File: src/rtl/brx_pkg.sv
// Shared constants and types for the branch, skip, bit and shift execution unit
package brx_pkg;
  localparam int PC_W = 12;
  localparam int K_W = 7;
  // Status flag positions
  localparam int FLAG_C = 0;
  localparam int FLAG_Z = 1;
  localparam int FLAG_N = 2;
  localparam int FLAG_V = 3;
  localparam int FLAG_S = 4;
  localparam int FLAG_H = 5;
  localparam int FLAG_T = 6;
  localparam int FLAG_I = 7;
  // Cycle counts
  localparam logic [1:0] CYC_FALL = 2'h1;
  localparam logic [1:0] CYC_BRANCH = 2'h2;
  localparam logic [1:0] CYC_SKIP_ONE = 2'h2;
  localparam logic [1:0] CYC_SKIP_TWO = 2'h3;
  localparam logic [1:0] CYC_IOBIT = 2'h2;
  localparam logic [1:0] CYC_SHIFT = 2'h1;
  // Reset values
  localparam logic [PC_W-1:0] PC_RESET = 12'h000;
  localparam logic [7:0] BYTE_RESET = 8'h00;
  localparam logic [5:0] IO_ADDR_RESET = 6'h00;

  typedef enum logic [4:0] {
    BRX_NOP,
    SKIP_IF_REG_BIT_SET, SKIP_IF_REG_BIT_CLEAR, SKIP_IF_IO_BIT_CLEAR, SKIP_IF_IO_BIT_SET,
    BRANCH_IF_FLAG_SET, BRANCH_IF_FLAG_CLEAR, BRANCH_IF_EQUAL, BRANCH_IF_NOT_EQUAL,
    BRANCH_IF_CARRY_SET, BRANCH_IF_CARRY_CLEAR, BRANCH_IF_SAME_OR_HIGHER, BRANCH_IF_LOWER,
    BRANCH_IF_MINUS, BRANCH_IF_PLUS, BRANCH_IF_SIGNED_GE, BRANCH_IF_SIGNED_LT,
    BRANCH_IF_HALFCARRY_SET, BRANCH_IF_HALFCARRY_CLEAR, BRANCH_IF_TBIT_SET, BRANCH_IF_TBIT_CLEAR,
    BRANCH_IF_OVERFLOW_SET, BRANCH_IF_OVERFLOW_CLEAR, BRANCH_IF_IRQ_ENABLED, BRANCH_IF_IRQ_DISABLED,
    SET_IO_BIT, CLEAR_IO_BIT, LOGICAL_SHIFT_LEFT, LOGICAL_SHIFT_RIGHT
  } brx_op_e;

  typedef enum logic [2:0] {KIND_NONE, KIND_SKIP, KIND_BRANCH, KIND_IOBIT, KIND_SHIFT} brx_kind_e;

  function automatic brx_kind_e brx_kind(input brx_op_e op);
    brx_kind_e k;
    k = KIND_NONE;
    if (op >= SKIP_IF_REG_BIT_SET && op <= SKIP_IF_IO_BIT_SET) k = KIND_SKIP;
    else if (op >= BRANCH_IF_FLAG_SET && op <= BRANCH_IF_IRQ_DISABLED) k = KIND_BRANCH;
    else if (op == SET_IO_BIT || op == CLEAR_IO_BIT) k = KIND_IOBIT;
    else if (op == LOGICAL_SHIFT_LEFT || op == LOGICAL_SHIFT_RIGHT) k = KIND_SHIFT;
    return k;
  endfunction : brx_kind
endpackage : brx_pkg

File: src/rtl/brx_cond_if.sv
// Interface between the sequencer and the condition and shift evaluator
`timescale 1ns/1ps
interface brx_cond_if;
  brx_pkg::brx_op_e op;
  logic [2:0] bit_sel;
  logic [7:0] reg_value;
  logic [7:0] io_value;
  logic [7:0] status;
  logic cond;
  logic [7:0] shift_res;
  logic [7:0] shift_status;
  modport eval (input op, bit_sel, reg_value, io_value, status, output cond, shift_res, shift_status);
  modport use_side (output op, bit_sel, reg_value, io_value, status, input cond, shift_res, shift_status);
endinterface : brx_cond_if

File: src/rtl/brx_cond.sv
// Condition evaluation for skips and branches, and shift results with flags
`timescale 1ns/1ps
module brx_cond (
  brx_cond_if.eval cif
);
  logic [7:0] st;
  logic [7:0] rv;
  logic c_new;
  logic n_new;
  logic v_new;
  assign st = cif.status;
  assign rv = cif.reg_value;

  always_comb begin
    case (cif.op)
      brx_pkg::SKIP_IF_REG_BIT_SET: cif.cond = rv[cif.bit_sel]; // RULE1
      brx_pkg::SKIP_IF_REG_BIT_CLEAR: cif.cond = ~rv[cif.bit_sel]; // RULE1
      brx_pkg::SKIP_IF_IO_BIT_CLEAR: cif.cond = ~cif.io_value[cif.bit_sel]; // RULE2
      brx_pkg::SKIP_IF_IO_BIT_SET: cif.cond = cif.io_value[cif.bit_sel]; // RULE2
      brx_pkg::BRANCH_IF_FLAG_SET: cif.cond = st[cif.bit_sel]; // RULE3
      brx_pkg::BRANCH_IF_FLAG_CLEAR: cif.cond = ~st[cif.bit_sel]; // RULE3
      brx_pkg::BRANCH_IF_EQUAL: cif.cond = st[brx_pkg::FLAG_Z]; // RULE6
      brx_pkg::BRANCH_IF_NOT_EQUAL: cif.cond = ~st[brx_pkg::FLAG_Z]; // RULE6
      brx_pkg::BRANCH_IF_CARRY_SET, brx_pkg::BRANCH_IF_LOWER: cif.cond = st[brx_pkg::FLAG_C]; // RULE5
      brx_pkg::BRANCH_IF_CARRY_CLEAR, brx_pkg::BRANCH_IF_SAME_OR_HIGHER: cif.cond = ~st[brx_pkg::FLAG_C]; // RULE5
      brx_pkg::BRANCH_IF_MINUS: cif.cond = st[brx_pkg::FLAG_N]; // RULE6
      brx_pkg::BRANCH_IF_PLUS: cif.cond = ~st[brx_pkg::FLAG_N]; // RULE6
      brx_pkg::BRANCH_IF_SIGNED_GE: cif.cond = ~(st[brx_pkg::FLAG_N] ^ st[brx_pkg::FLAG_V]); // RULE7
      brx_pkg::BRANCH_IF_SIGNED_LT: cif.cond = st[brx_pkg::FLAG_N] ^ st[brx_pkg::FLAG_V]; // RULE7
      brx_pkg::BRANCH_IF_HALFCARRY_SET: cif.cond = st[brx_pkg::FLAG_H]; // RULE8
      brx_pkg::BRANCH_IF_HALFCARRY_CLEAR: cif.cond = ~st[brx_pkg::FLAG_H]; // RULE8
      brx_pkg::BRANCH_IF_TBIT_SET: cif.cond = st[brx_pkg::FLAG_T]; // RULE9
      brx_pkg::BRANCH_IF_TBIT_CLEAR: cif.cond = ~st[brx_pkg::FLAG_T]; // RULE9
      brx_pkg::BRANCH_IF_OVERFLOW_SET: cif.cond = st[brx_pkg::FLAG_V]; // RULE10
      brx_pkg::BRANCH_IF_OVERFLOW_CLEAR: cif.cond = ~st[brx_pkg::FLAG_V]; // RULE10
      brx_pkg::BRANCH_IF_IRQ_ENABLED: cif.cond = st[brx_pkg::FLAG_I]; // RULE11
      brx_pkg::BRANCH_IF_IRQ_DISABLED: cif.cond = ~st[brx_pkg::FLAG_I]; // RULE11
      default: cif.cond = 1'b0;
    endcase
  end

  // Shift result and the four flags it touches; H, S, T, I pass through
  always_comb begin
    if (cif.op == brx_pkg::LOGICAL_SHIFT_LEFT) begin
      cif.shift_res = {rv[6:0], 1'b0}; // RULE14
      c_new = rv[7];
      n_new = rv[6];
    end else begin
      cif.shift_res = {1'b0, rv[7:1]}; // RULE15
      c_new = rv[0];
      n_new = 1'b0;
    end
    v_new = n_new ^ c_new;
    cif.shift_status = st;
    cif.shift_status[brx_pkg::FLAG_C] = c_new; // RULE14
    cif.shift_status[brx_pkg::FLAG_N] = n_new; // RULE14
    cif.shift_status[brx_pkg::FLAG_V] = v_new; // RULE15
    cif.shift_status[brx_pkg::FLAG_Z] = (cif.shift_res == 8'h00); // RULE15
  end
endmodule : brx_cond

File: src/rtl/brx_exec.sv
// Sequencer for skips, relative branches, I/O bit set/clear and logical shifts
//
// Behaviour
// RULE1: Register-bit skip tests bit b; skips next, PC+2 or +3, 1/2/3 cycles, flags kept.
// RULE2: I/O-bit skip tests bit b of port P; 1/2/3 cycles, no flag change.
// RULE3: Generic flag branch picks flag s; taken loads PC+k+1.
// RULE4: Untaken branch continues in 1 cycle; taken takes 2; no flags modified.
// RULE5: Carry branches: set/lower on C=1, clear/same-or-higher on C=0.
// RULE6: Equal/not-equal test Z; minus/plus test N.
// RULE7: Signed ge taken when N xor V is 0, lt when 1.
// RULE8: Half-carry branches taken on H=1 or H=0.
// RULE9: T-bit branches taken on T=1 or T=0, else fall through.
// RULE10: Overflow branches taken on V=1 or V=0.
// RULE11: Interrupt-state branches taken on I=1 or I=0.
// RULE12: Set I/O bit forces bit b to 1, others kept, 2 cycles.
// RULE13: Clear I/O bit forces bit b to 0, others kept, 2 cycles.
// RULE14: Shift left inserts 0 at bit 0, updates Z C N V, 1 cycle.
// RULE15: Shift right inserts 0 at bit 7, updates Z C N V, 1 cycle.
// RULE16: Offset k is signed, sign-extended to PC width, added with one.
`timescale 1ns/1ps
module brx_exec (
  input wire logic sys_clk,
  input wire logic reset_n,
  input wire logic instr_valid,
  input wire brx_pkg::brx_op_e instr_op,
  input wire logic [2:0] bit_sel,
  input wire logic [brx_pkg::K_W-1:0] offset_k,
  input wire logic [brx_pkg::PC_W-1:0] pc_in,
  input wire logic next_two_word,
  input wire logic [7:0] reg_value,
  input wire logic [7:0] io_value,
  input wire logic [5:0] io_addr,
  input wire logic [7:0] status_in,
  output logic busy,
  output logic done,
  output logic [brx_pkg::PC_W-1:0] pc_next,
  output logic io_wr,
  output logic [5:0] io_waddr,
  output logic [7:0] io_wdata,
  output logic rd_wr,
  output logic [7:0] rd_wdata,
  output logic status_wr,
  output logic [7:0] status_out
);
  typedef enum logic {ST_IDLE, ST_WAIT} brx_state_e;

  function automatic logic [7:0] bit_mask(input logic [2:0] b);
    return 8'h01 << b;
  endfunction : bit_mask

  logic rst_meta_reg;
  logic rst_sync_n_reg;
  brx_state_e state_reg;
  logic [1:0] cnt_reg;
  brx_pkg::brx_op_e op_reg;
  logic [2:0] bit_reg;
  logic busy_reg;
  logic done_reg;
  logic io_wr_reg;
  logic rd_wr_reg;
  logic status_wr_reg;
  logic [brx_pkg::PC_W-1:0] pc_next_reg;
  logic [5:0] io_waddr_reg;
  logic [7:0] io_wdata_reg;
  logic [7:0] rd_wdata_reg;
  logic [7:0] status_out_reg;
  logic accept;
  logic [1:0] cycles;
  logic [brx_pkg::PC_W-1:0] target;
  logic [brx_pkg::PC_W-1:0] k_ext;
  logic done_next;
  brx_pkg::brx_kind_e kind_in;
  brx_pkg::brx_kind_e kind_done;

  brx_cond_if cif ();
  brx_cond u_cond (.cif(cif));
  assign cif.op = instr_op;
  assign cif.bit_sel = bit_sel;
  assign cif.reg_value = reg_value;
  assign cif.io_value = io_value;
  assign cif.status = status_in;

  // Reset release synchroniser
  always_ff @(posedge sys_clk or negedge reset_n) begin
    if (!reset_n) begin
      rst_meta_reg <= 1'b0;
      rst_sync_n_reg <= 1'b0;
    end else begin
      rst_meta_reg <= 1'b1;
      rst_sync_n_reg <= rst_meta_reg;
    end
  end

  assign accept = instr_valid && (state_reg == ST_IDLE);
  assign kind_in = brx_pkg::brx_kind(instr_op);
  assign k_ext = {{(brx_pkg::PC_W-brx_pkg::K_W){offset_k[brx_pkg::K_W-1]}}, offset_k}; // RULE16

  // Cycle count and next PC of the incoming instruction
  always_comb begin
    cycles = brx_pkg::CYC_FALL;
    target = pc_in + 12'h001;
    case (kind_in)
      brx_pkg::KIND_SKIP: begin
        if (cif.cond) begin
          cycles = next_two_word ? brx_pkg::CYC_SKIP_TWO : brx_pkg::CYC_SKIP_ONE; // RULE1 RULE2
          target = pc_in + (next_two_word ? 12'h003 : 12'h002); // RULE1 RULE2
        end
      end
      brx_pkg::KIND_BRANCH: begin
        if (cif.cond) begin
          cycles = brx_pkg::CYC_BRANCH; // RULE4
          target = pc_in + k_ext + 12'h001; // RULE3 RULE16
        end
      end
      brx_pkg::KIND_IOBIT: cycles = brx_pkg::CYC_IOBIT; // RULE12 RULE13
      brx_pkg::KIND_SHIFT: cycles = brx_pkg::CYC_SHIFT; // RULE14 RULE15
      default: cycles = brx_pkg::CYC_FALL;
    endcase
  end

  assign done_next = (accept && cycles == brx_pkg::CYC_FALL) || (state_reg == ST_WAIT && cnt_reg == 2'h1);
  assign kind_done = (state_reg == ST_WAIT) ? brx_pkg::brx_kind(op_reg) : kind_in;

  // Sequencing of multi-cycle instructions
  always_ff @(posedge sys_clk or negedge rst_sync_n_reg) begin
    if (!rst_sync_n_reg) begin
      state_reg <= ST_IDLE;
      cnt_reg <= 2'h0;
      busy_reg <= 1'b0;
    end else begin
      case (state_reg)
        ST_IDLE: begin
          if (accept && cycles != brx_pkg::CYC_FALL) begin
            state_reg <= ST_WAIT;
            cnt_reg <= cycles - 2'h1;
            busy_reg <= 1'b1;
          end
        end
        ST_WAIT: begin
          cnt_reg <= cnt_reg - 2'h1;
          if (cnt_reg == 2'h1) begin
            state_reg <= ST_IDLE;
            busy_reg <= 1'b0;
          end
        end
        default: state_reg <= ST_IDLE;
      endcase
    end
  end

  // Result capture at acceptance
  always_ff @(posedge sys_clk or negedge rst_sync_n_reg) begin
    if (!rst_sync_n_reg) begin
      op_reg <= brx_pkg::BRX_NOP;
      bit_reg <= 3'h0;
      pc_next_reg <= brx_pkg::PC_RESET;
      io_waddr_reg <= brx_pkg::IO_ADDR_RESET;
      io_wdata_reg <= brx_pkg::BYTE_RESET;
      rd_wdata_reg <= brx_pkg::BYTE_RESET;
      status_out_reg <= brx_pkg::BYTE_RESET;
    end else if (accept) begin
      op_reg <= instr_op;
      bit_reg <= bit_sel;
      pc_next_reg <= target;
      io_waddr_reg <= io_addr;
      if (instr_op == brx_pkg::SET_IO_BIT) io_wdata_reg <= io_value | bit_mask(bit_sel); // RULE12
      else io_wdata_reg <= io_value & ~bit_mask(bit_sel); // RULE13
      rd_wdata_reg <= cif.shift_res;
      status_out_reg <= cif.shift_status;
    end
  end

  // Completion strobes
  always_ff @(posedge sys_clk or negedge rst_sync_n_reg) begin
    if (!rst_sync_n_reg) begin
      done_reg <= 1'b0;
      io_wr_reg <= 1'b0;
      rd_wr_reg <= 1'b0;
      status_wr_reg <= 1'b0;
    end else begin
      done_reg <= done_next;
      io_wr_reg <= done_next && kind_done == brx_pkg::KIND_IOBIT; // RULE12 RULE13
      rd_wr_reg <= done_next && kind_done == brx_pkg::KIND_SHIFT;
      status_wr_reg <= done_next && kind_done == brx_pkg::KIND_SHIFT; // RULE4 RULE14
    end
  end

  assign busy = busy_reg;
  assign done = done_reg;
  assign pc_next = pc_next_reg;
  assign io_wr = io_wr_reg;
  assign io_waddr = io_waddr_reg;
  assign io_wdata = io_wdata_reg;
  assign rd_wr = rd_wr_reg;
  assign rd_wdata = rd_wdata_reg;
  assign status_wr = status_wr_reg;
  assign status_out = status_out_reg;
endmodule : brx_exec

File: config.mk
export PLATFORM = sky130hd
export DESIGN_NAME = brx_exec
export DESIGN_NICKNAME = d
export VERILOG_FILES = /design/src/rtl/brx_pkg.sv /design/src/rtl/brx_cond_if.sv /design/src/rtl/brx_cond.sv /design/src/rtl/brx_exec.sv
export SDC_FILE = /design/constraint.sdc
export NUM_CORES = 1
export LEC_CHECK = 0
export BUFFER_PORTS_ARGS = -buffer_cell sky130_fd_sc_hd__buf_4
export CORE_UTILIZATION = 35
export CTS_CLUSTER_DIAMETER = 30
export DETAILED_ROUTE_END_ITERATION = 8
export HOLD_SLACK_MARGIN = 0.05
export PLACE_DENSITY_LB_ADDON = 0.25
export RECOVER_POWER = 25
export SYNTH_ARGS = -nofsm -noshare
export SYNTH_HDL_FRONTEND = slang
export SYNTH_HIERARCHICAL = 1
export SYNTH_SLANG_ARGS = --single-unit
File: constraint.sdc
create_clock -name sys_clk -period 3.2 [get_ports sys_clk]
set_clock_uncertainty 0.2 [all_clocks]
set_input_delay 0.16 -clock sys_clk [delete_from_list [all_inputs] [get_ports sys_clk]]
set_output_delay 0.16 -clock sys_clk [all_outputs]
set_load 0.01 [all_outputs]
==> impl_metrics.sql, run 1 <==
INSERT INTO impl_metrics (metric_group, metric, value, unit) VALUES
('final_layout', 'largest_reg_flops', '12', ''),
('grt', 'global_route.usage.total', '19.66', '%'),
('die', 'core_region_area', '0.01201', 'sq mm'),
('synth', 'netlist_area', '0.004315', 'sq mm'),
('pwr', 'post-layout-total-power', '3374', 'uW'),
('clock_network', 'cts.root.buffer_cell', 'sky130_fd_sc_hd__clkbuf_16', ''),
('synth', 'yosys_most_used_dff', 'sky130_fd_sc_hd__dfrtp_1', ''),
('final_layout', 'ant_cells', '0', ''),
('clock_network', 'clk_path_buf_depth', '2', ''),
('timing', 'achievable_frequency', '0.3214', 'GHz'),
('synth', 'synth-async-reset-ratio', '100.0', '%'),
('final_layout', 'stdcell_count', '793', ''),
('grt', 'grt_pass1_vias', '4191', ''),
('grt', 'grt_overflow_total', '0', ''),
('setup_path', 'criticalPathCategory', 'in -> reg', ''),
('final_layout', 'drive_gt1_share', '24.61', '%'),
('synth', 'postSynthRegisterBits', '56', ''),
('setup_path', 'crit_path_start_kind', 'input pin', ''),
('detailed_routing', 'drt_first_pass_iters', '5', ''),
('synth', 'synthesis.nets', '598', ''),
('synth', 'synth.yosys.seq_area_share', '32.47', '%'),
('grt', 'grt_max_degree', '36', ''),
('detailed_routing', 'first_iter_violations', '238', ''),
('timing', 'report.final.hold_viol_count', '0', ''),
('detailed_routing', 'route.antenna.remaining_nets', '0', ''),
('timing', 'tightestPinTransition', '1242', 'ps'),
('place', 'place.detailed.hpwl', '8.992', 'mm'),
('synth', 'post_synth.cell_area_avg', '8.299', 'sq um'),
('min_path', 'worstHoldPathType', 'in -> reg', ''),
('grt', 'antenna_found_initial', '0', ''),
('synth', 'yosysTopAreaCellShare', '32.47', '%'),
('timing', 'timing_max_transition_violations_final', '0', ''),
('pwr', 'leakagePower', '0.002715', 'uW'),
('die', 'fp.dieH', '113.0', 'um'),
('clock_network', 'cts-buffers-inserted', '5', ''),
('final_layout', 'layout.cells.most_common', 'sky130_fd_sc_hd__buf_4', ''),
('place', 'post-place-cells', '746', ''),
('clock_network', 'clk_pin_slew_worst_paths', '70', 'ps'),
('detailed_routing', 'remaining_drc_errors', '0', ''),
('die', 'num_io_pins', '108', ''),
('setup_path', 'worstPathRequired', '3220', 'ps'),
('flow_run', 'max_cap_violations', '0', ''),
('die', 'die-width', '113.0', 'um'),
('min_path', 'min_from', 'pc_in[7]', ''),
('setup_path', 'cp_max_fo', '5', ''),
('clock_network', 'worstSkewPairLatency', '300', 'ps'),
('setup_path', 'worst_setup_startpoint', 'io_value[0]', ''),
('synth', 'synth_area_leaders', 'sky130_fd_sc_hd__dfrtp_1 (32%), sky130_fd_sc_hd__nand2_1 (9.7%), sky130_fd_sc_hd__ha_1 (4.6%), sky130_fd_sc_hd__mux2i_1 (3.7%), sky130_fd_sc_hd__nor2_1 (3.7%)', ''),
('pwr', 'pwr_density_cell', '579.8', 'mW/mm^2'),
('timing', 'setup_violations', '0', ''),
('die', 'num_rows', '40', ''),
('clock_network', 'number_of_sinks_driven_by_the_clock_tree', '56', ''),
('synth', 'synth_cell_types', '65', ''),
('timing', 'portion_of_the_clock_cycle_consumed_by_the_worst_path_in_the_final_layout', '97.22', '%'),
('detailed_routing', 'wirelength', '12.60', 'mm'),
('setup_path', 'r2r-start', 'state_reg$_DFF_PN0_', ''),
('place', 'globalplace.congestion', '0.8757', ''),
('detailed_routing', 'post_drt_wl_per_cell', '15.89', 'um'),
('die', 'start_util', '35.93', '%'),
('grt', 'grt_pass1_wl', '20.42', 'mm'),
('final_layout', 'area_growth_syn_to_layout', '34.85', '%'),
('detailed_routing', 'route.detailed.vias_per_inst', '5.335', ''),
('synth', 'yosysWarnings', '6', ''),
('timing', 'slew_headroom', '17.23', '%'),
('final_layout', 'layout.cells.most_common_list', 'sky130_fd_sc_hd__buf_4 (112), sky130_fd_sc_hd__nand2_1 (111), sky130_fd_sc_hd__dfrtp_1 (55), sky130_fd_sc_hd__nor2_1 (40), sky130_fd_sc_hd__dlygate4sd3_1 (36)', ''),
('die', 'die_area', '0.01278', 'sq mm'),
('final_layout', 'nets', '723', ''),
('pwr', 'power.ir.vdd_worst', '378.1', 'uV'),
('synth', 'synth_edf_count', '0', ''),
('setup_path', 'arrival', '3130', 'ps'),
('setup_path', 'critPathCaptureType', 'flip-flop', ''),
('clock_network', 'h-tree-depth', '2', ''),
('detailed_routing', 'num_vias', '4231', ''),
('synth', 'syn-instance-count', '520', ''),
('clock_network', 'cts_tree', 'built', ''),
('synth', 'synthDominantAreaCellType', 'sky130_fd_sc_hd__dfrtp_1', ''),
('place', 'placement.io_buffers', '107', ''),
('run_status', 'status', 'finished, final reports clean', ''),
('timing', 'final_critical_period', '3111', 'ps');
## timing repair
action                                  4_1_cts  5_1_grt
endpoints found under the setup margin        0        7
resized for setup                             0       25
endpoints found under the hold margin        52        0
hold buffers                                 39        0
buffers inserted                              0        4
## per-stage QoR
step	util, %	instance area [sq um]	setup WS, ps	TNS (ps)	hold slack [ps]
after floorplan	-	4315	142.8	0	-335.6
after global placement	42.99	5164	155.3	0	-257.6
after detailed placement	42.99	5164	89.91	0	-256.4
after CTS	47.64	5722	3.585	0	54.62
after global routing	48.45	5819	-41.58	-65.67	89.25
final	48.45	5819	88.93	0	63.08
## worst max-delay path: stages
cell and delay [ps]:
sky130_fd_sc_hd__dlygate4sd3_1 540, sky130_fd_sc_hd__buf_4 140, sky130_fd_sc_hd__mux4_2 480, sky130_fd_sc_hd__mux2i_4 180, sky130_fd_sc_hd__mux2_4 170, sky130_fd_sc_hd__o2111ai_2 100, sky130_fd_sc_hd__a211o_1 370, sky130_fd_sc_hd__buf_6 150
sky130_fd_sc_hd__nand2b_4 140, sky130_fd_sc_hd__a21oi_4 160, sky130_fd_sc_hd__a211oi_4 70, sky130_fd_sc_hd__o221ai_1 190, sky130_fd_sc_hd__o31ai_1 100, sky130_fd_sc_hd__a31oi_1 170
## area by class of cell
class / count / area (sq um)
clock inverters: 3 / 42.54
repair buffers: 155 / 1262
inverters: 18 / 67.56
multi-input cells: 409 / 2735
flip-flops and latches: 56 / 1403
clock buffers: 5 / 125.1
well taps: 147 / 183.9
fillers: 1146 / 6192
## layer usage
metal | track usage (%) | vias to the layer above | share of wire (%)
li1 | - | 2098 | -
met2 | 33.78 | 94 | 50
met1 | 25.74 | 2027 | 46
met5 | 0 | - | 0
met4 | 5.088 | 0 | 1.1
met3 | 3.107 | 12 | 3.5
## cell families after synthesis
logic type	share of synthesized area [%]
flops	32.47
xor+xnor	3.653
buf+inv	6.494
simple gates	24.79
fa+ha+maj	5.103
mux	10.23
compound gates	17.17
other cells	0.08690
## synth_stat cells (8+ instances only)
library cell               number
sky130_fd_sc_hd__o21ai_0       28
sky130_fd_sc_hd__nor3_1        20
sky130_fd_sc_hd__clkbuf_1      13
sky130_fd_sc_hd__xnor2_1        9
sky130_fd_sc_hd__dfrtp_1       56
sky130_fd_sc_hd__a21oi_1       20
sky130_fd_sc_hd__mux2i_1       16
sky130_fd_sc_hd__buf_2          8
sky130_fd_sc_hd__nor2_1        42
sky130_fd_sc_hd__ha_1          16
sky130_fd_sc_hd__nand3_1       10
sky130_fd_sc_hd__xor2_1         9
sky130_fd_sc_hd__nand2_1      112
sky130_fd_sc_hd__buf_4          9
sky130_fd_sc_hd__inv_1         18
## power breakdown
part           internal (uW)  switching [uW]  leakage (uW)  total, uW
registers               1010             211      0.000686       1220
logic                    731             797       0.00195       1530
clock network            368             259     0.0000798        627
total                   2110            1270       0.00272       3370
## final timing paths
kind	depth (start not counted)	slack, ps	endpoint
setup / recovery	14	90	pc_next[8]$_DFFE_PN0P_
hold / removal	3	60	pc_next[7]$_DFFE_PN0P_
setup reg to reg	4	1100	io_wdata[7]$_DFFE_PN0P_
hold reg to reg	0	150	rst_sync_n_reg$_DFF_PN0_
max in group asynchronous	1	1600	done$_DFF_PN0_
min in group asynchronous	1	420	status_out[7]$_DFFE_PN0P_
Power figures use the tool's default switching activity.
==> inputs of run 2 (changes only) <==
--- a/config.mk
+++ b/config.mk
@@ -6,12 +6,15 @@
 export NUM_CORES = 1
 export LEC_CHECK = 0
 export BUFFER_PORTS_ARGS = -buffer_cell sky130_fd_sc_hd__buf_4
+export CELL_PAD_IN_SITES_DETAIL_PLACEMENT = 0
+export CELL_PAD_IN_SITES_GLOBAL_PLACEMENT = 1
 export CORE_UTILIZATION = 35
 export CTS_CLUSTER_DIAMETER = 30
 export DETAILED_ROUTE_END_ITERATION = 8
 export HOLD_SLACK_MARGIN = 0.05
 export PLACE_DENSITY_LB_ADDON = 0.25
 export RECOVER_POWER = 25
+export SETUP_SLACK_MARGIN = 0.2
 export SYNTH_ARGS = -nofsm -noshare
 export SYNTH_HDL_FRONTEND = slang
 export SYNTH_HIERARCHICAL = 1
==> run 2 against run 1 <==
  * Sequential cell count did not move
  * Critical endpoint is now pc_next[7]$_DFFE_PN0P_
  * First-iteration DRC count grew 40%
  * Register-to-register slack better by 70 ps
  * Non-clock buffer count decreased by 1
  * Core utilization fell by 0.86 points
  * Combinational power fell by 4%
  * Largest power group unchanged
  * Fmax is 12% higher
  * Clock-buffer cell count increased by 1
  * Clock power fell by 2%
  * Worst setup slack gained 330 ps
  * Sequential power is essentially flat
  * Critical path type unchanged
  * Total power down 2.2%
==> impl_metrics.sql, run 2 (synthesized netlist as in run 1, its figures left out) <==
INSERT INTO impl_metrics (metric_group, metric, value, unit) VALUES
('detailed_routing', 'num_vias', '4241', ''),
('die', 'core_region_area', '0.01201', 'sq mm'),
('setup_path', 'worstPathRequired', '3200', 'ps'),
('setup_path', 'r2r-start', 'state_reg$_DFF_PN0_', ''),
('timing', 'unrepaired_setup_endpoints_after_global_routing', 'no', ''),
('setup_path', 'reg2reg_depth', '5', ''),
('grt', 'grt_pass1_wl', '20.81', 'mm'),
('setup_path', 'criticalPathCategory', 'in -> reg', ''),
('clock_network', 'number_of_sinks_driven_by_the_clock_tree', '56', ''),
('die', 'die-width', '113.0', 'um'),
('timing', 'portion_of_the_clock_cycle_consumed_by_the_worst_path_in_the_final_layout', '87.01', '%'),
('setup_path', 'crit_path_start_kind', 'input pin', ''),
('pwr', 'sw_frac_of_total', '36.97', '%'),
('clock_network', 'worstSkewPairLatency', '290', 'ps'),
('clock_network', 'h-tree-depth', '2', ''),
('place', 'globalplace.congestion', '0.8664', ''),
('die', 'num_io_pins', '108', ''),
('final_layout', 'area_growth_syn_to_layout', '32.44', '%'),
('setup_path', 'arrival', '2790', 'ps'),
('setup_path', 'rrSetupSlack', '1170', 'ps'),
('detailed_routing', 'remaining_drc_errors', '0', ''),
('clock_network', 'cts.root.buffer_cell', 'sky130_fd_sc_hd__clkbuf_16', ''),
('final_layout', 'layout.cells.most_common', 'sky130_fd_sc_hd__nand2_1', ''),
('timing', 'setup_violations', '0', ''),
('timing', 'setup-tns-final', '0', 'ps'),
('pwr', 'p_clk_share', '18.6', '%'),
('detailed_routing', 'drt_first_pass_iters', '5', ''),
('timing', 'slew_headroom', '7.516', '%'),
('die', 'die_area', '0.01278', 'sq mm'),
('run_status', 'status', 'finished, final reports clean', ''),
('clock_network', 'cts-buffers-inserted', '5', ''),
('detailed_routing', 'route.detailed.vias_per_inst', '5.355', ''),
('detailed_routing', 'first_iter_violations', '333', ''),
('pwr', 'leakagePower', '0.002650', 'uW'),
('pwr', 'netSwitchingPower', '1220', 'uW'),
('final_layout', 'seq_area', '0.001401', 'sq mm'),
('final_layout', 'nets', '722', ''),
('grt', 'grt_max_degree', '34', ''),
('min_path', 'min_from', 'reg_value[6]', ''),
('place', 'place.detailed.hpwl', '8.822', 'mm'),
('grt', 'global_route.usage.total', '19.96', '%'),
('timing', 'report.final.hold_viol_count', '0', ''),
('detailed_routing', 'post_drt_wl_per_cell', '15.59', 'um'),
('final_layout', 'fillCellCount', '1189', ''),
('pwr', 'power_frac_comb', '44.5', '%'),
('final_layout', 'largest_reg_flops', '12', ''),
('final_layout', 'ant_cells', '0', ''),
('place', 'placement.io_buffers', '107', ''),
('min_path', 'hold_path_end', 'rd_wdata[5]$_DFFE_PN0P_', ''),
('clock_network', 'cts_tree', 'built', ''),
('flow_run', 'max_cap_violations', '0', ''),
('clock_network', 'clk_path_buf_depth', '2', ''),
('timing', 'achievable_frequency', '0.3591', 'GHz'),
('final_layout', 'drive_gt1_share', '23.26', '%'),
('min_path', 'worstHoldPathType', 'in -> reg', ''),
('pwr', 'power.ir.vdd_worst', '280.0', 'uV'),
('pwr', 'intPower', '2079', 'uW'),
('die', 'num_rows', '40', ''),
('grt', 'grt_overflow_total', '0', ''),
('timing', 'tightestPinTransition', '1387', 'ps'),
('final_layout', 'multiInputGateArea', '0.002659', 'sq mm'),
('timing', 'timing_max_transition_violations_final', '0', ''),
('setup_path', 'endpoint_of_the_lowest_slack_register_to_register_path', 'io_waddr[0]$_DFFE_PN0P_', ''),
('timing', 'final_critical_period', '2784', 'ps'),
('setup_path', 'cp_max_fo', '15', ''),
('detailed_routing', 'route.antenna.remaining_nets', '0', ''),
('die', 'fp.dieH', '113.0', 'um'),
('pwr', 'pwr_density_cell', '577.1', 'mW/mm^2'),
('grt', 'grt_pass1_vias', '4232', ''),
('clock_network', 'post-cts-setup-buffers', '0', ''),
('detailed_routing', 'wirelength', '12.35', 'mm'),
('final_layout', 'layout.cells.most_common_list', 'sky130_fd_sc_hd__nand2_1 (111), sky130_fd_sc_hd__buf_4 (110), sky130_fd_sc_hd__dfrtp_1 (56), sky130_fd_sc_hd__nor2_1 (41), sky130_fd_sc_hd__dlygate4sd3_1 (38)', ''),
('clock_network', 'clk_pin_slew_worst_paths', '70', 'ps'),
('pwr', 'seq_power_share', '37.0', '%'),
('die', 'start_util', '35.93', '%'),
('min_path', 'min_path_cells', '4', ''),
('setup_path', 'critPathCaptureType', 'flip-flop', ''),
('final_layout', 'final_design_utilization', '47.58', '%'),
('grt', 'antenna_found_initial', '0', '');
## run 2: changes by cell type in the layout (fill, tap and decap cells not counted), moves of 2 or more
cell and delta:
sky130_fd_sc_hd__buf_4 -2, sky130_fd_sc_hd__dlygate4sd3_1 +2, sky130_fd_sc_hd__clkbuf_1 +3, sky130_fd_sc_hd__nor2_4 -2, sky130_fd_sc_hd__dlymetal6s4s_1 -3
## run 2: per-stage QoR
step           worst slack [ps]  power [uW]  hold WS, ps  instances  cell area [sq um]
6_report                  415.6        3299        53.26        792               5715
5_1_grt                   204.2        3574        81.86        792               5715
4_1_cts                   366.6        3341        50.76        792               5710
3_5_place_dp              112.6        2680       -253.7        746               5166
3_3_place_gp              177.4        2652       -256.9        746               5166
2_1_floorplan             296.9        2000       -335.6        520               4319
## run 2: final cells by class
| type | instances | share of cell area, % |
|---|---|---|
| clock inverter | 2 | 0.6130 |
| clock buffer | 6 | 2.255 |
| sequential | 56 | 24.52 |
| timing repair buffer | 154 | 21.69 |
| inverter | 18 | 1.182 |
| tap | 147 | 3.218 |
| multi-input combinational | 409 | 46.52 |
## run 2: power groups by stage
stage | clock, uW | sequential (uW) | combinational, uW
after global placement | 0 | 1220 | 1430
after global routing | 662 | 1270 | 1640
final | 612 | 1220 | 1470
after CTS | 627 | 1230 | 1490
after floorplan | 0 | 1300 | 698
after detailed placement | 0 | 1230 | 1450
## run 2: worst max-delay path, cell delays in order
cell	delay (ps)
sky130_fd_sc_hd__buf_6	150
sky130_fd_sc_hd__mux4_1	600
sky130_fd_sc_hd__mux2i_2	200
sky130_fd_sc_hd__mux2i_1	210
sky130_fd_sc_hd__o2111ai_1	120
sky130_fd_sc_hd__a211o_1	310
sky130_fd_sc_hd__buf_4	210
sky130_fd_sc_hd__o211ai_2	160
sky130_fd_sc_hd__a32oi_1	190
sky130_fd_sc_hd__nor3b_2	250
sky130_fd_sc_hd__a21oi_1	60
sky130_fd_sc_hd__o211ai_1	160
## run 2: metal layers
metal	GRT usage (%)	vias to the layer above	wire length [um]
li1	-	2097	-
met1	26.34	2016	5657
met2	34.72	112	5936
met3	3.214	16	619
met4	3.596	0	135
met5	0	-	0
## run 2: worst max path at each step
stage                startpoint                     end  slack (ps)  depth (start not counted)
floorplan            bit_sel[1]  cnt_reg[0]$_DFFE_PN0P_         300                         16
detailed placement   bit_sel[1]  cnt_reg[0]$_DFFE_PN0P_         110                         15
global route         bit_sel[1]  pc_next[7]$_DFFE_PN0P_         200                         12
global placement     bit_sel[1]  pc_next[9]$_DFFE_PN0P_         180                         12
finish               bit_sel[1]  pc_next[7]$_DFFE_PN0P_         420                         12
CTS                 instr_op[4]  cnt_reg[0]$_DFFE_PN0P_         370                         15
## run 2: what timing repair did
| action | CTS | global route |
|---|---|---|
| hold buffers | 38 | 0 |
| gates resized for setup | 0 | 8 |
| endpoints found under the hold margin | 39 | 0 |
| endpoints found under the setup margin | 0 | 5 |
==> inputs of run 3 (changes only) <==
--- a/config.mk
+++ b/config.mk
@@ -5,6 +5,7 @@
 export SDC_FILE = /design/constraint.sdc
 export NUM_CORES = 1
 export LEC_CHECK = 0
+export ABC_AREA = 1
 export BUFFER_PORTS_ARGS = -buffer_cell sky130_fd_sc_hd__buf_4
 export CELL_PAD_IN_SITES_DETAIL_PLACEMENT = 0
 export CELL_PAD_IN_SITES_GLOBAL_PLACEMENT = 1
==> run 3 against run 2 <==
  * Routed wire length rose by 13%
  * Hold slack worse by 0.61 ps
  * Register-to-register slack lost 70 ps
  * Synthesized cell count up 40%
  * Critical path depth increased by 9
  * Highest routed layer unchanged
  * Total power grew 3.4%
  * Worst setup slack better by 47 ps
  * Critical path type unchanged
==> impl_metrics.sql, run 3 <==
INSERT INTO impl_metrics (metric_group, metric, value, unit) VALUES
('run_status', 'status', 'finished, final reports clean', ''),
('synth', 'synth_edf_count', '0', ''),
('final_layout', 'final_design_utilization', '46.89', '%'),
('final_layout', 'layout.cells.most_common', 'sky130_fd_sc_hd__nand2_1', ''),
('detailed_routing', 'route.detailed.vias_per_inst', '4.848', ''),
('clock_network', 'cts_tree', 'built', ''),
('final_layout', 'multiInputGateArea', '0.002763', 'sq mm'),
('detailed_routing', 'wirelength', '13.98', 'mm'),
('detailed_routing', 'route.antenna.remaining_nets', '0', ''),
('setup_path', 'worstPathRequired', '3220', 'ps'),
('clock_network', 'number_of_sinks_driven_by_the_clock_tree', '56', ''),
('synth', 'yosys_most_used_dff', 'sky130_fd_sc_hd__dfrtp_1', ''),
('synth', 'yosysWarnings', '6', ''),
('grt', 'grt_max_degree', '57', ''),
('timing', 'setup-tns-final', '0', 'ps'),
('pwr', 'power.ir.vdd_worst', '279.7', 'uV'),
('synth', 'netlist_area', '0.004659', 'sq mm'),
('die', 'num_io_pins', '108', ''),
('clock_network', 'cts-buffers-inserted', '5', ''),
('die', 'die_area', '0.01378', 'sq mm'),
('clock_network', 'clk_pin_slew_worst_paths', '70', 'ps'),
('final_layout', 'area_growth_syn_to_layout', '29.05', '%'),
('place', 'dp_slack', '509.3', 'ps'),
('clock_network', 'cts.root.buffer_cell', 'sky130_fd_sc_hd__clkbuf_16', ''),
('die', 'num_rows', '41', ''),
('synth', 'synthDominantAreaCellType', 'sky130_fd_sc_hd__dfrtp_1', ''),
('setup_path', 'critPathCaptureType', 'flip-flop', ''),
('setup_path', 'criticalPathCategory', 'in -> reg', ''),
('detailed_routing', 'drt_first_pass_iters', '5', ''),
('grt', 'grt_pass1_vias', '4961', ''),
('final_layout', 'nets', '934', ''),
('synth', 'synth-async-reset-ratio', '100.0', '%'),
('setup_path', 'slowest_stage', 'sky130_fd_sc_hd__dlygate4sd3_1', ''),
('setup_path', 'timing.critical_path.cells', 'dlygate4sd3_1, buf_4, inv_2, nand2_2, inv_1, nand2_1, nand2_1, nand2_1, nand2_1, inv_1, nand2_1, nor2_1, nand3_1, nand2_4, inv_2, o21ai_2, ha_1, inv_1, o21ai_1, inv_1, nor3_1', ''),
('pwr', 'leakagePower', '0.003272', 'uW'),
('synth', 'syn-instance-count', '729', ''),
('grt', 'global_route.usage.total', '21.07', '%'),
('grt', 'grt_overflow_total', '0', ''),
('synth', 'postSynthRegisterBits', '56', ''),
('timing', 'report.final.hold_viol_count', '0', ''),
('synth', 'synth-xor-area-share', '2.444', '%'),
('grt', 'grt_pass1_wl', '23.74', 'mm'),
('timing', 'final_critical_period', '2737', 'ps'),
('synth', 'synth-compound-area-share', '11.60', '%'),
('setup_path', 'cp_max_fo', '10', ''),
('synth', 'synth_most_common_cell', 'sky130_fd_sc_hd__nand2_1', ''),
('synth', 'yosysTopAreaCellShare', '30.08', '%'),
('place', 'placement.io_buffers', '107', ''),
('die', 'die-width', '117.4', 'um'),
('synth', 'synth_top_family_by_area', 'simple AND/OR/NAND/NOR gates', ''),
('final_layout', 'layout.cells.most_common_list', 'sky130_fd_sc_hd__nand2_1 (258), sky130_fd_sc_hd__buf_4 (99), sky130_fd_sc_hd__inv_1 (88), sky130_fd_sc_hd__nor2_1 (57), sky130_fd_sc_hd__dfrtp_1 (56)', ''),
('timing', 'slew_headroom', '22.84', '%'),
('clock_network', 'clk_path_buf_depth', '2', ''),
('synth', 'synthesis.nets', '807', ''),
('timing', 'final.hold.worst_slack', '52.66', 'ps'),
('setup_path', 'max_stage_delay', '540', 'ps'),
('detailed_routing', 'remaining_drc_errors', '0', ''),
('synth', 'synth.yosys.seq_area_share', '30.08', '%'),
('final_layout', 'fillCellCount', '1385', ''),
('die', 'fp.dieH', '117.4', 'um'),
('min_path', 'worstHoldPathType', 'in -> reg', ''),
('synth', 'post_synthesis_share_of_cell_area_spent_on_and_or_nand_and_nor_gates', '40.12', '%'),
('timing', 'achievable_frequency', '0.3654', 'GHz'),
('setup_path', 'timing.critical_path.mode_cell', 'sky130_fd_sc_hd__nand2_1', ''),
('pwr', 'pwr_density_cell', '567.2', 'mW/mm^2'),
('detailed_routing', 'post_drt_wl_per_cell', '13.60', 'um'),
('timing', 'timing_max_transition_violations_final', '0', ''),
('final_layout', 'largest_reg_flops', '12', ''),
('final_layout', 'ant_cells', '0', ''),
('synth', 'synth_common_cells', 'sky130_fd_sc_hd__nand2_1 (260), sky130_fd_sc_hd__inv_1 (89), sky130_fd_sc_hd__nor2_1 (59), sky130_fd_sc_hd__dfrtp_1 (56), sky130_fd_sc_hd__nand3_1 (54)', ''),
('final_layout', 'seq_area', '0.001401', 'sq mm'),
('place', 'post-place-cells', '988', ''),
('flow_run', 'max_cap_violations', '0', ''),
('setup_path', 'arrival', '2750', 'ps'),
('synth', 'synth_area_leaders', 'sky130_fd_sc_hd__dfrtp_1 (30%), sky130_fd_sc_hd__nand2_1 (21%), sky130_fd_sc_hd__inv_1 (7.2%), sky130_fd_sc_hd__nand3_1 (5.8%), sky130_fd_sc_hd__nor2_1 (4.8%)', ''),
('final_layout', 'drive_gt1_share', '17.76', '%'),
('clock_network', 'worstSkewPairLatency', '300', 'ps'),
('timing', 'unrepaired_setup_endpoints_after_global_routing', 'no', ''),
('final_layout', 'stdcell_count', '1028', ''),
('synth', 'synth-adder-area-share', '4.726', '%'),
('grt', 'antenna_found_initial', '0', ''),
('detailed_routing', 'num_vias', '4984', ''),
('place', 'place.detailed.hpwl', '10.79', 'mm'),
('detailed_routing', 'first_iter_violations', '322', ''),
('synth', 'proportion_of_synthesized_area_in_mux_cells', '0', '%'),
('timing', 'portion_of_the_clock_cycle_consumed_by_the_worst_path_in_the_final_layout', '85.53', '%'),
('timing', 'setup_violations', '0', ''),
('synth', 'synth_cell_types', '39', ''),
('timing', 'worst_slack', '463.1', 'ps'),
('synth', 'post_synth.cell_area_avg', '6.392', 'sq um'),
('place', 'globalplace.congestion', '0.9424', ''),
('die', 'core_region_area', '0.01282', 'sq mm'),
('setup_path', 'crit_path_start_kind', 'input pin', ''),
('timing', 'tightestPinTransition', '1157', 'ps'),
('clock_network', 'h-tree-depth', '2', ''),
('die', 'start_util', '36.33', '%');
-- run 3: changes by cell type in the layout (fill, tap and decap cells not counted), sizes merged, moves of 16 or more --
cell	delta
mux2i	-16
nand3	+45
inv	+76
nand2	+161
a21oi	+25
nor2	+27
-- run 3: path summary, 6_finish.rpt --
| kind | from | endpoint | slack [ps] | cells past startpoint |
|---|---|---|---|---|
| max | instr_op[3] | io_wr$_DFF_PN0_ | 460 | 21 |
| max reg2reg | state_reg$_DFF_PN0_ | cnt_reg[0]$_DFFE_PN0P_ | 1100 | 8 |
| min in group asynchronous | rst_sync_n_reg$_DFF_PN0_ | io_wdata[4]$_DFFE_PN0P_ | 290 | 0 |
| max in group asynchronous | rst_sync_n_reg$_DFF_PN0_ | rd_wdata[7]$_DFFE_PN0P_ | 1640 | 1 |
| min | pc_in[2] | pc_next[2]$_DFFE_PN0P_ | 50 | 4 |
| min reg2reg | rst_meta_reg$_DFF_PN0_ | rst_sync_n_reg$_DFF_PN0_ | 150 | 0 |
-- run 3: timing repair --
item	in CTS	in global routing
buffers inserted	0	0
resized for setup	0	6
setup endpoints to repair	0	4
hold endpoints to repair	33	0
hold buffers	33	0
-- run 3: through the flow --
stage / power [uW] / instance area, sq um
5_1_grt: 3691 / 6013
3_5_place_dp: 2847 / 5564
4_1_cts: 3490 / 6047
3_3_place_gp: 2825 / 5564
6_report: 3410 / 6013
2_1_floorplan: 2116 / 4659
-- run 3: per-layer routing --
metal,track usage (%),wire length [um],vias up
met1,27.65,6588,2291
met4,5.032,170,0
met3,3.113,545,16
li1,-,-,2553
met2,36.17,6679,124
met5,0,0,-
-- run 3: critical path: cells and delay by family --
kind                       cells  cell delay, ps
buffers and inverters          8            1100
and+or+nand+nor               10            1000
AOI/OAI and AO/OA              2             350
adders and majority gates      1             160
-- run 3: kinds of logic (layout without fill, tap and decap cells) --
family          count (synthesis)  in the layout
simple gates                  428            428
other cells                     1              1
fa+ha+maj                      17             17
buf+inv                       119            246
compound gates                 95             95
xor+xnor                       13             13
flops                          56             56
-- run 3: area by class of cell --
cell class                      count  area share, %
Tap cell                          172          3.579
Inverter                           94          5.909
Timing Repair Buffer              145          18.73
Multi-Input combinational cell    554          45.94
Sequential cell                    56          23.30
Clock buffer                        7          2.538
-- run 3: report_power, final --
part           internal (uW)  switching, uW
sequential              1030            224
combinational            687            884
clock                    330            261
total                   2040           1370
